File: src/inc/cosc_pkg.sv
`default_nettype none
package cosc_pkg;
   // clock and blink timing
   localparam int CLK_PERIOD_NS = 20;
   localparam int BLINK_PERIOD_NS = 250_000_000;
   localparam int BLINK_HALF_CYCLES = BLINK_PERIOD_NS / (2 * CLK_PERIOD_NS);
   localparam int BLINK_CNT_W = 24;

   // channels and parameter block
   localparam int CHANNELS = 4;
   localparam int PRM_BYTES = 22;
   localparam logic [4:0] PRM_LAST_IDX = 5'h15;
   localparam logic [4:0] PRM_RANGE_BASE = 5'h00;
   localparam logic [4:0] PRM_FLAGS = 5'h04;
   localparam logic [4:0] PRM_FVAL_BASE = 5'h05;
   localparam int FLAG_DIAG_LSB = 0;
   localparam int FLAG_FSEL_LSB = 4;
   localparam logic [7:0] RANGE_4_20 = 8'h44;
   localparam logic [7:0] RANGE_0_21 = 8'h45;

   // current scaling in microamps
   localparam logic [15:0] UA_OFFSET_4_20 = 16'h0FA0;
   localparam logic [15:0] UA_SPAN_4_20 = 16'h3E80;
   localparam logic [15:0] UA_SPAN_0_21 = 16'h5208;

   // register word addresses
   localparam logic [5:0] REG_CTRL = 6'h00;
   localparam logic [5:0] REG_STATUS = 6'h01;
   localparam logic [5:0] REG_IRQ_STATUS = 6'h02;
   localparam logic [5:0] REG_IRQ_MASK = 6'h03;
   localparam logic [5:0] REG_CODE_BASE = 6'h04;
   localparam logic [5:0] REG_PRM_BASE = 6'h20;

   // register fields and reset values
   localparam int CTRL_CAL_MODE = 0;
   localparam logic CTRL_CAL_MODE_RST = 1'b0;
   localparam int ST_STATE_LSB = 0;
   localparam int ST_OUT_EN = 3;
   localparam int ST_FAULT = 4;
   localparam int ST_CAL_RUN = 5;
   localparam int ST_DIAG_LSB = 8;
   localparam int ST_FSEL_LSB = 12;
   localparam int ST_WIDE_LSB = 16;
   localparam int IRQ_W = 6;
   localparam int IRQ_INIT_OK = 0;
   localparam int IRQ_INIT_ERR = 1;
   localparam int IRQ_COMM_LOST = 2;
   localparam int IRQ_COMM_BACK = 3;
   localparam int IRQ_FRAME = 4;
   localparam int IRQ_CAL_DONE = 5;
   localparam logic [IRQ_W-1:0] IRQ_MASK_RST = 6'h00;
   localparam logic [1:0] RD_DONE = 2'h2;

   typedef enum logic [2:0] {
      COSC_WAIT_INIT = 3'b001,
      COSC_LINKED = 3'b010,
      COSC_LOST = 3'b100
   } cosc_link_state_type;

   typedef logic [CHANNELS-1:0][15:0] cosc_code_set_type;

   typedef struct packed {
      logic [CHANNELS-1:0] wide;
      logic [CHANNELS-1:0] fsel;
      logic [CHANNELS-1:0] diag;
      cosc_code_set_type fval;
   } cosc_prm_type;

   typedef struct packed {
      logic wide;
      logic [15:0] code;
      logic [15:0] ua;
   } cosc_chan_out_type;

   // code to microamps; floor division by 65535 via shift identity
   function automatic logic [15:0] cosc_to_ua(input logic [15:0] code,
                                              input logic wide);
      logic [31:0] p;
      logic [31:0] q;
      p = 32'(code) * 32'(wide ? UA_SPAN_0_21 : UA_SPAN_4_20);
      q = (p + (p >> 16) + 32'h1) >> 16;
      cosc_to_ua = q[15:0] + (wide ? 16'h0000 : UA_OFFSET_4_20);
   endfunction : cosc_to_ua
endpackage : cosc_pkg
`default_nettype wire

File: src/hw/cosc_prm_mem.sv
`default_nettype none
module cosc_prm_mem (
   // clock
   input wire logic clk,
   // write port
   input wire logic wr_en,
   input wire logic [4:0] wr_addr,
   input wire logic [7:0] wr_data,
   // read port
   input wire logic [4:0] rd_addr,
   output logic [7:0] rd_data_reg
);
   logic [7:0] mem [0:31];

   always_ff @(posedge clk) begin
      if (wr_en) begin
         mem[wr_addr] <= wr_data;
      end
      rd_data_reg <= mem[rd_addr];
   end
endmodule : cosc_prm_mem
`default_nettype wire

File: src/hw/cosc_top.sv
// Contract
// blink link lamp 4 Hz until initialised
// link lamp steady on after good init
// bad init data keeps link lamp blinking
// blink while link lost, steady when back
// running mode keeps calibration lamp off
// calibration mode idle: calibration lamp blinks
// calibration lamp steady while procedure runs
// calibration lamp off without established link
// accept 16-bit unsigned code per channel
// map code linearly onto selected range
// 22-byte parameter block, ranges 68/69 checked
// controller pre-scales fault values to codes
// per-channel bit selects hold or fault value
// link fault enters fault mode automatically
// outputs disabled until first output command
// blink from clock counter, even split
// register code, present cycle after frame; chan_out shows the code two cycles after the frame
`default_nettype none
module cosc_top #(
   parameter int BLINK_HALF_CYCLES = cosc_pkg::BLINK_HALF_CYCLES
) (
   // clock and reset
   input wire logic clk,
   input wire logic reset,
   // avalon-mm slave
   input wire logic [5:0] avs_address,
   input wire logic avs_read,
   input wire logic avs_write,
   input wire logic [31:0] avs_writedata,
   input wire logic [3:0] avs_byteenable,
   output logic [31:0] avs_readdata,
   output logic avs_waitrequest,
   // parameter byte stream
   input wire logic prm_valid,
   input wire logic [7:0] prm_data,
   input wire logic prm_last,
   // output frames and link state
   input wire logic out_valid,
   input wire cosc_pkg::cosc_code_set_type out_codes,
   input wire logic comm_ok,
   // calibration procedure
   input wire logic cal_cmd,
   input wire logic cal_done,
   // converter side
   output cosc_pkg::cosc_chan_out_type [cosc_pkg::CHANNELS-1:0] chan_out,
   output logic out_enable,
   output logic fault_active,
   // lamps and interrupt
   output logic lamp_link,
   output logic lamp_cal,
   output logic irq
);
   cosc_pkg::cosc_link_state_type state_reg, state_next;
   cosc_pkg::cosc_prm_type prm_reg, stage_reg, stage_next;
   cosc_pkg::cosc_code_set_type code_reg, code_next;
   cosc_pkg::cosc_chan_out_type [cosc_pkg::CHANNELS-1:0] chan_reg;
   cosc_pkg::cosc_chan_out_type [cosc_pkg::CHANNELS-1:0] chan_next;
   logic [4:0] byte_idx_reg;
   logic [4:0] byte_idx_next;
   logic prm_bad_reg;
   logic prm_bad_next;
   logic byte_bad;
   logic [cosc_pkg::BLINK_CNT_W-1:0] blink_cnt_reg;
   logic blink_reg;
   logic blink_wrap;
   logic out_en_reg;
   logic cal_run_reg;
   logic cal_mode_reg;
   logic [cosc_pkg::IRQ_W-1:0] irq_status_reg;
   logic [cosc_pkg::IRQ_W-1:0] irq_mask_reg;
   logic [cosc_pkg::IRQ_W-1:0] irq_events;
   logic [cosc_pkg::IRQ_W-1:0] irq_clear;
   logic [1:0] rd_cnt_reg;
   logic [31:0] readdata_reg;
   logic [31:0] rd_word;
   logic [7:0] mem_q;
   logic init_end;
   logic init_good;
   logic init_err;
   logic linked;
   logic frame_take;
   logic comm_lost_ev;
   logic comm_back_ev;
   logic sel_ctrl;
   logic sel_status;
   logic sel_irq_status;
   logic sel_irq_mask;
   logic sel_code;
   logic sel_prm;
   logic rd_finish;
   logic wr_take;
   logic [31:0] status_word;

   // ---------------------------------------------------------------
   // parameter block intake
   assign init_end = prm_valid && prm_last;
   assign byte_bad = (byte_idx_reg < cosc_pkg::PRM_FLAGS) &&
                     (prm_data != cosc_pkg::RANGE_4_20) &&
                     (prm_data != cosc_pkg::RANGE_0_21);
   assign init_good = init_end && !prm_bad_reg &&
                      (byte_idx_reg == cosc_pkg::PRM_LAST_IDX);
   assign init_err = init_end && !init_good;

   always_comb begin
      stage_next = stage_reg;
      prm_bad_next = prm_bad_reg;
      byte_idx_next = byte_idx_reg;
      if (prm_valid) begin
         prm_bad_next = prm_bad_reg || byte_bad ||
                        (byte_idx_reg > cosc_pkg::PRM_LAST_IDX);
         byte_idx_next = prm_last ? 5'h00 : byte_idx_reg + 5'h01;
         if (prm_last) begin
            prm_bad_next = 1'b0;
         end
         if (byte_idx_reg < cosc_pkg::PRM_FLAGS) begin
            stage_next.wide[byte_idx_reg[1:0]] =
               (prm_data == cosc_pkg::RANGE_0_21);
         end else if (byte_idx_reg == cosc_pkg::PRM_FLAGS) begin
            stage_next.diag = prm_data[cosc_pkg::FLAG_DIAG_LSB +: 4];
            stage_next.fsel = prm_data[cosc_pkg::FLAG_FSEL_LSB +: 4];
         end else if (byte_idx_reg < cosc_pkg::PRM_FVAL_BASE + 5'h08) begin
            // fault values, high byte first; already scaled codes
            stage_next = fval_byte(stage_next,
                                   byte_idx_reg - cosc_pkg::PRM_FVAL_BASE,
                                   prm_data);
         end
      end
   end

   function automatic cosc_pkg::cosc_prm_type fval_byte(
      input cosc_pkg::cosc_prm_type p, input logic [4:0] k,
      input logic [7:0] d);
      cosc_pkg::cosc_prm_type r;
      r = p;
      if (k[0]) begin
         r.fval[k[2:1]][7:0] = d;
      end else begin
         r.fval[k[2:1]][15:8] = d;
      end
      fval_byte = r;
   endfunction : fval_byte

   always_ff @(posedge clk or posedge reset) begin
      if (reset) begin
         stage_reg <= '0;
         prm_reg <= '0;
         byte_idx_reg <= 5'h00;
         prm_bad_reg <= 1'b0;
      end else begin
         stage_reg <= stage_next;
         byte_idx_reg <= byte_idx_next;
         prm_bad_reg <= prm_bad_next;
         if (init_good) begin
            prm_reg <= stage_next;
         end
      end
   end

   cosc_prm_mem u_prm_mem (
      .clk(clk),
      .wr_en(prm_valid && (byte_idx_reg <= cosc_pkg::PRM_LAST_IDX)),
      .wr_addr(byte_idx_reg),
      .wr_data(prm_data),
      .rd_addr(avs_address[4:0]),
      .rd_data_reg(mem_q)
   );

   // ---------------------------------------------------------------
   // link state
   assign linked = (state_reg == cosc_pkg::COSC_LINKED);
   assign comm_lost_ev = linked && !comm_ok;
   assign comm_back_ev = (state_reg == cosc_pkg::COSC_LOST) && comm_ok;

   always_comb begin
      case (state_reg)
         cosc_pkg::COSC_WAIT_INIT: begin
            state_next = (init_good && comm_ok) ? cosc_pkg::COSC_LINKED
                                                : cosc_pkg::COSC_WAIT_INIT;
         end
         cosc_pkg::COSC_LINKED: begin
            state_next = comm_ok ? cosc_pkg::COSC_LINKED
                                 : cosc_pkg::COSC_LOST;
         end
         cosc_pkg::COSC_LOST: begin
            state_next = comm_ok ? cosc_pkg::COSC_LINKED
                                 : cosc_pkg::COSC_LOST;
         end
         default: begin
            state_next = cosc_pkg::COSC_WAIT_INIT;
         end
      endcase
   end

   always_ff @(posedge clk or posedge reset) begin
      if (reset) begin
         state_reg <= cosc_pkg::COSC_WAIT_INIT;
      end else begin
         state_reg <= state_next;
      end
   end

   // ---------------------------------------------------------------
   // blink generator, 4 Hz with half-period on and off
   assign blink_wrap = (blink_cnt_reg ==
      cosc_pkg::BLINK_CNT_W'(BLINK_HALF_CYCLES - 1));

   always_ff @(posedge clk or posedge reset) begin
      if (reset) begin
         blink_cnt_reg <= '0;
         blink_reg <= 1'b0;
      end else begin
         blink_cnt_reg <= blink_wrap ? '0 : blink_cnt_reg + 1'b1;
         if (blink_wrap) begin
            blink_reg <= !blink_reg;
         end
      end
   end

   // ---------------------------------------------------------------
   // calibration procedure tracking; start wins over finish
   always_ff @(posedge clk or posedge reset) begin
      if (reset) begin
         cal_run_reg <= 1'b0;
      end else begin
         cal_run_reg <= (cal_cmd && linked && cal_mode_reg) ||
                        (cal_run_reg && !cal_done && linked);
      end
   end

   // lamps
   assign lamp_link = linked ? 1'b1 : blink_reg;
   assign lamp_cal = (!cal_mode_reg) ? 1'b0 :
                     (!linked) ? 1'b0 :
                     cal_run_reg ? 1'b1 : blink_reg;

   // ---------------------------------------------------------------
   // output codes, enable and fault mode
   assign frame_take = out_valid && linked;

   always_ff @(posedge clk or posedge reset) begin
      if (reset) begin
         out_en_reg <= 1'b0;
      end else if (frame_take) begin
         out_en_reg <= 1'b1;
      end
   end

   assign fault_active = out_en_reg && !linked;
   assign out_enable = out_en_reg;

   always_comb begin
      code_next = code_reg;
      if (frame_take) begin
         code_next = out_codes;
      end
   end

   always_comb begin
      for (int c = 0; c < cosc_pkg::CHANNELS; c++) begin
         chan_next[c].wide = prm_reg.wide[c];
         chan_next[c].code = code_reg[c];
         if (!out_en_reg) begin
            chan_next[c].code = 16'h0000;
         end else if (fault_active && prm_reg.fsel[c]) begin
            chan_next[c].code = prm_reg.fval[c];
         end
         chan_next[c].ua = cosc_pkg::cosc_to_ua(chan_next[c].code,
                                                prm_reg.wide[c]);
      end
   end

   always_ff @(posedge clk or posedge reset) begin
      if (reset) begin
         code_reg <= '0;
         chan_reg <= '0;
      end else begin
         code_reg <= code_next;
         chan_reg <= chan_next;
      end
   end

   assign chan_out = chan_reg;

   // ---------------------------------------------------------------
   // avalon-mm decode
   assign sel_ctrl = (avs_address == cosc_pkg::REG_CTRL);
   assign sel_status = (avs_address == cosc_pkg::REG_STATUS);
   assign sel_irq_status = (avs_address == cosc_pkg::REG_IRQ_STATUS);
   assign sel_irq_mask = (avs_address == cosc_pkg::REG_IRQ_MASK);
   assign sel_code = (avs_address[5:2] == cosc_pkg::REG_CODE_BASE[5:2]);
   assign sel_prm = (avs_address[5] == cosc_pkg::REG_PRM_BASE[5]) &&
                    (avs_address[4:0] <= cosc_pkg::PRM_LAST_IDX);
   assign rd_finish = avs_read && (rd_cnt_reg == cosc_pkg::RD_DONE);
   assign wr_take = avs_write && avs_byteenable[0];
   assign avs_waitrequest = avs_read && (rd_cnt_reg != cosc_pkg::RD_DONE);
   assign avs_readdata = readdata_reg;

   assign status_word = {12'h000,
                         prm_reg.wide,
                         prm_reg.fsel,
                         prm_reg.diag,
                         2'b00,
                         cal_run_reg,
                         fault_active,
                         out_en_reg,
                         state_reg};

   always_comb begin
      rd_word = 32'h0000_0000;
      if (sel_ctrl) begin
         rd_word[cosc_pkg::CTRL_CAL_MODE] = cal_mode_reg;
      end else if (sel_status) begin
         rd_word = status_word;
      end else if (sel_irq_status) begin
         rd_word[cosc_pkg::IRQ_W-1:0] = irq_status_reg;
      end else if (sel_irq_mask) begin
         rd_word[cosc_pkg::IRQ_W-1:0] = irq_mask_reg;
      end else if (sel_code) begin
         rd_word[15:0] = chan_reg[avs_address[1:0]].code;
      end else if (sel_prm) begin
         rd_word[7:0] = mem_q;
      end
   end

   // read takes two wait cycles so memory data settles into readdata
   always_ff @(posedge clk or posedge reset) begin
      if (reset) begin
         rd_cnt_reg <= 2'h0;
         readdata_reg <= 32'h0000_0000;
      end else begin
         rd_cnt_reg <= (avs_read && !rd_finish) ? rd_cnt_reg + 2'h1 : 2'h0;
         if (avs_read && (rd_cnt_reg == 2'h1)) begin
            readdata_reg <= rd_word;
         end
      end
   end

   always_ff @(posedge clk or posedge reset) begin
      if (reset) begin
         cal_mode_reg <= cosc_pkg::CTRL_CAL_MODE_RST;
         irq_mask_reg <= cosc_pkg::IRQ_MASK_RST;
      end else if (wr_take) begin
         if (sel_ctrl) begin
            cal_mode_reg <= avs_writedata[cosc_pkg::CTRL_CAL_MODE];
         end
         if (sel_irq_mask) begin
            irq_mask_reg <= avs_writedata[cosc_pkg::IRQ_W-1:0];
         end
      end
   end

   // ---------------------------------------------------------------
   // interrupt status: read clears, a new event wins
   assign irq_events = {cal_run_reg && cal_done,
                        frame_take,
                        comm_back_ev,
                        comm_lost_ev,
                        init_err,
                        init_good};
   assign irq_clear = (rd_finish && sel_irq_status) ? irq_status_reg
                                                    : '0;

   always_ff @(posedge clk or posedge reset) begin
      if (reset) begin
         irq_status_reg <= '0;
      end else begin
         irq_status_reg <= (irq_status_reg & ~irq_clear) | irq_events;
      end
   end

   assign irq = |(irq_status_reg & irq_mask_reg);
endmodule : cosc_top
`default_nettype wire

File: config.mk
export PLATFORM = sky130hd
export DESIGN_NAME = cosc_top
export DESIGN_NICKNAME = d
export VERILOG_FILES = /design/src/inc/cosc_pkg.sv /design/src/hw/cosc_prm_mem.sv /design/src/hw/cosc_top.sv
export SDC_FILE = /design/constraint.sdc
export NUM_CORES = 2
export LEC_CHECK = 0
export BUFFER_PORTS_ARGS = -buffer_cell sky130_fd_sc_hd__buf_2
export CORE_UTILIZATION = 60
export DETAILED_ROUTE_END_ITERATION = 8
export GPL_TIMING_DRIVEN = 0
export PLACE_DENSITY = 0.78
export SLEW_MARGIN = 20
export SYNTH_ARGS = -nofsm -noshare
export SYNTH_HDL_FRONTEND = slang
export SYNTH_SLANG_ARGS = --single-unit
File: constraint.sdc
create_clock -name clk -period 29.8 [get_ports clk]
set_input_delay 0 -clock clk [delete_from_list [all_inputs] [get_ports clk]]
set_output_delay 0 -clock clk [all_outputs]
set_load 0.02 [all_outputs]
==> flow_metrics.env <==
export IMPL_outcome="complete, no violations"
export IMPL_layout_cells_non_filler=5818
export IMPL_post_route_drc_count=0
export IMPL_routedWlPerCell_um=22.6
export IMPL_synth_area_sq_um=47800
export IMPL_setup_tns_ns=0
export IMPL_cts_root_buf="clkbuf_16"
export IMPL_finalPower_uw=2270
export IMPL_final_layout_size_suffix_gt1_frac=0.166
export IMPL_p_sw_uw=581
export IMPL_synth_edf_count=256
export IMPL_dr_max_layer_used="met5"
export IMPL_pwr_share_clk=0.416
export IMPL_antenna_left=0
export IMPL_ir_drop_uv=68.2
export IMPL_seq_area_frac_synth=0.383
export IMPL_synth_cells=4195
export IMPL_synth_area_per_cell_sq_um=11.4
export IMPL_route_met2_wl_um=59600
export IMPL_htreeDepth=3
export IMPL_die_w_um=284
export IMPL_row_count=103
export IMPL_setup_viol=0
export IMPL_postCtsSetupBuffers=0
export IMPL_finalHoldViolations=0
export IMPL_cpMostUsedCell="ha_1"
export IMPL_critPathRequiredTime_ns=30.36
export IMPL_finalClockSkew_ns=0.0403
export IMPL_p_leak_uw=0.0277
export IMPL_cts_resized=0
export IMPL_dpl_cell_area_sq_um=50900
export IMPL_synth_mux_area_frac=0.103
export IMPL_wl_met1_um=52200
export IMPL_critPathKind="reg2reg"
export IMPL_critPathMaxStageDelay_ns=0.77
export IMPL_grt_overflow=0
export IMPL_finalInstanceArea_sq_um=54400
export IMPL_timing_final_crit_period_ns=13.46
export IMPL_synth_top_family_by_area="adder cells"
export IMPL_largest_reg_flops=256
export IMPL_track_usage=0.328
export IMPL_nets=5579
export IMPL_drt_wl_total_um=131000
export IMPL_die_height_um=284
export IMPL_synthSimpleGateAreaFrac=0.106
export IMPL_via_count=35200
export IMPL_grt_max_degree=102
export IMPL_clk_latency_ns=0.66
export IMPL_p_seq_frac=0.475
export IMPL_ys_warn_count=0
export IMPL_drt_pass1_iter_count=8
export IMPL_syn2layout_area_growth_pct=13.6
export IMPL_intPower_uw=1690
export IMPL_startpoint_type="register"
export IMPL_core_sq_um=79000
export IMPL_tightest_slew_ns=1.17
export IMPL_ys_flop_type="dfrtp_1"
export IMPL_cap_violations=0
export IMPL_cts_hold_buffers=97
export IMPL_synth_compound_area_share=0.0878
export IMPL_grt_pass1_wl_um=202000
export IMPL_fin_crit_sh=0.452
export IMPL_dieArea_sq_um=80900
export IMPL_initial_core_util=0.606
export IMPL_cp_arrival_ns=14.03
export IMPL_worstSetupEndpointType="register"
export IMPL_rsz0062_at_grt="false"
export IMPL_cp_max_fo=10
export IMPL_max_slew_margin=0.220
export IMPL_synthAdderAreaFrac=0.235
export IMPL_swShare=0.256
export IMPL_slowest_stage="clkbuf_1"
export IMPL_synth_cell_types=109
export IMPL_slew_violations=0
export IMPL_pwr_density_cell_nw_per_um2=41.8
export IMPL_portBuffers=249
export IMPL_gp_congestion=0.951
export IMPL_wl_met3_um=13600
export IMPL_cts_made_buffers=74
export IMPL_hpwlAfterDp_um=100000
export IMPL_async_reset_ff_frac=0.613
export IMPL_fin_util=0.688
export IMPL_avgViaCountPerCell=6.05
export IMPL_hp_class="in2async"
export IMPL_netlist_area_leader_share=0.219
export IMPL_synth_xor_area_share=0.0382
export IMPL_cts_sinks=683
export IMPL_drt_iter0_markers=3411
export IMPL_dpl_cell_count=5583
export IMPL_clk_pin_slew_ns=0.07
export IMPL_grt_pass1_vias=34900
export IMPL_p_comb_frac=0.108
export IMPL_clk_path_buf_depth=3
export IMPL_antenna_found_initial=6
export IMPL_ios=294
export IMPL_synth_seq_cells=683
export IMPL_cts_tree="done"
export IMPL_synthTopCellsByArea="dfrtp_1 22%, edfxtp_1 16%, ha_1 13%"
export IMPL_synth_top_cell_by_area="dfrtp_1"
export IMPL_max_freq_ghz=0.0743
==> worst paths after layout <==
path                          startpoint  slack, ns                  end  cells past startpoint
setup / recovery            state_reg[0]      16.34         chan_out[15]                     46
hold / removal                     reset       0.06         chan_out[15]                      3
setup reg to reg            state_reg[0]      16.34         chan_out[15]                     46
hold reg to reg            chan_next[65]       0.38         chan_out[65]                      0
max in group asynchronous          reset      28.23         chan_out[93]                      5
min in group clk             prm_data[0]       0.07  u_prm_mem.mem[8][0]                      1
==> synthesized netlist by cell type, types with 16 or more instances <==
cell	count
a31oi_1	16
nor2_1	203
mux2_2	222
nand2_1	299
a22oi_1	21
o211ai_1	22
a21o_1	59
nand3_1	116
or2_2	43
nand4_1	30
nand2b_1	40
a21oi_1	139
nor2b_1	28
xnor2_1	133
ha_1	509
mux2i_1	27
and3_1	29
a21boi_0	37
dfrtp_1	418
nor3_1	62
mux4_2	96
a211oi_1	18
clkbuf_1	155
fa_1	240
inv_1	385
o21ai_0	103
and2_1	85
a2111oi_0	16
edfxtp_1	256
o21a_1	22
xor2_1	52
==> layer usage <==
layer	GRT usage	vias up
met5	0	-
met4	0.134	4
met3	0.0750	287
met2	0.508	1715
met1	0.449	17400
li1	-	15800
==> cell usage in the layout (no fill, tap or decap), drive strengths merged, types with 114 or more instances in the layout <==
master and count:
inv 390, nand3 117, mux2 223, buf 286
dfrtp 418, nand2 299, nor2 203, clkbuf 263
fa 240, edfxtp 256, ha 509, o21ai 114
xnor2 134, a21oi 141
==> cells by family (layout without fill, tap and decap cells) <==
family          Yosys count  in the layout
other cells               1             86
mux                     346            346
compound gates          614            614
xor+xnor                194            194
simple gates           1023           1023
flops                   683            683
fa+ha+maj               758            758
buf+inv                 576           1064
==> power by group through the flow <==
stage                     clock network [uW]  logic, uW  registers (uW)
final                                    947        246            1080
after global routing                     993        264            1090
after CTS                                957        242            1080
after detailed placement                   0        228            1100
after global placement                     0        218            1090
after floorplan                            0        140            1100
==> metrics by stage <==
| step | worst slack (ns) | hold WS, ns |
|---|---|---|
| 4_1_cts | 16.67 | 0.0270 |
| 2_1_floorplan | 18.14 | 0.0734 |
| 6_report | 16.34 | 0.0605 |
| 3_5_place_dp | 16.72 | 0.185 |
| 5_1_grt | 15.31 | 0.0855 |
| 3_3_place_gp | 13.68 | 0.216 |
==> worst max-delay path: cells and delay by family, from the launching register on <==
kind | cells | cell delay, ns
AOI/OAI and AO/OA | 15 | 4.71
xor gates and xnor gates | 1 | 0.09
and+or+nand+nor | 14 | 2.69
DFF | 1 | 0.56
buffers and inverters | 6 | 1.70
adders and majority gates | 10 | 3.62
==> area by class of cell <==
cell class | count | area (sq um)
sequential | 683 | 18300
fill | 5702 | 24600
clock inverter | 32 | 397
timing repair buffer | 352 | 2340
inverter | 386 | 1460
buffer | 190 | 778
tap | 1050 | 1310
multi-input combinational | 3019 | 27600
antenna | 2 | 5.00
clock buffer | 104 | 2100
Power figures use the tool's default switching activity.
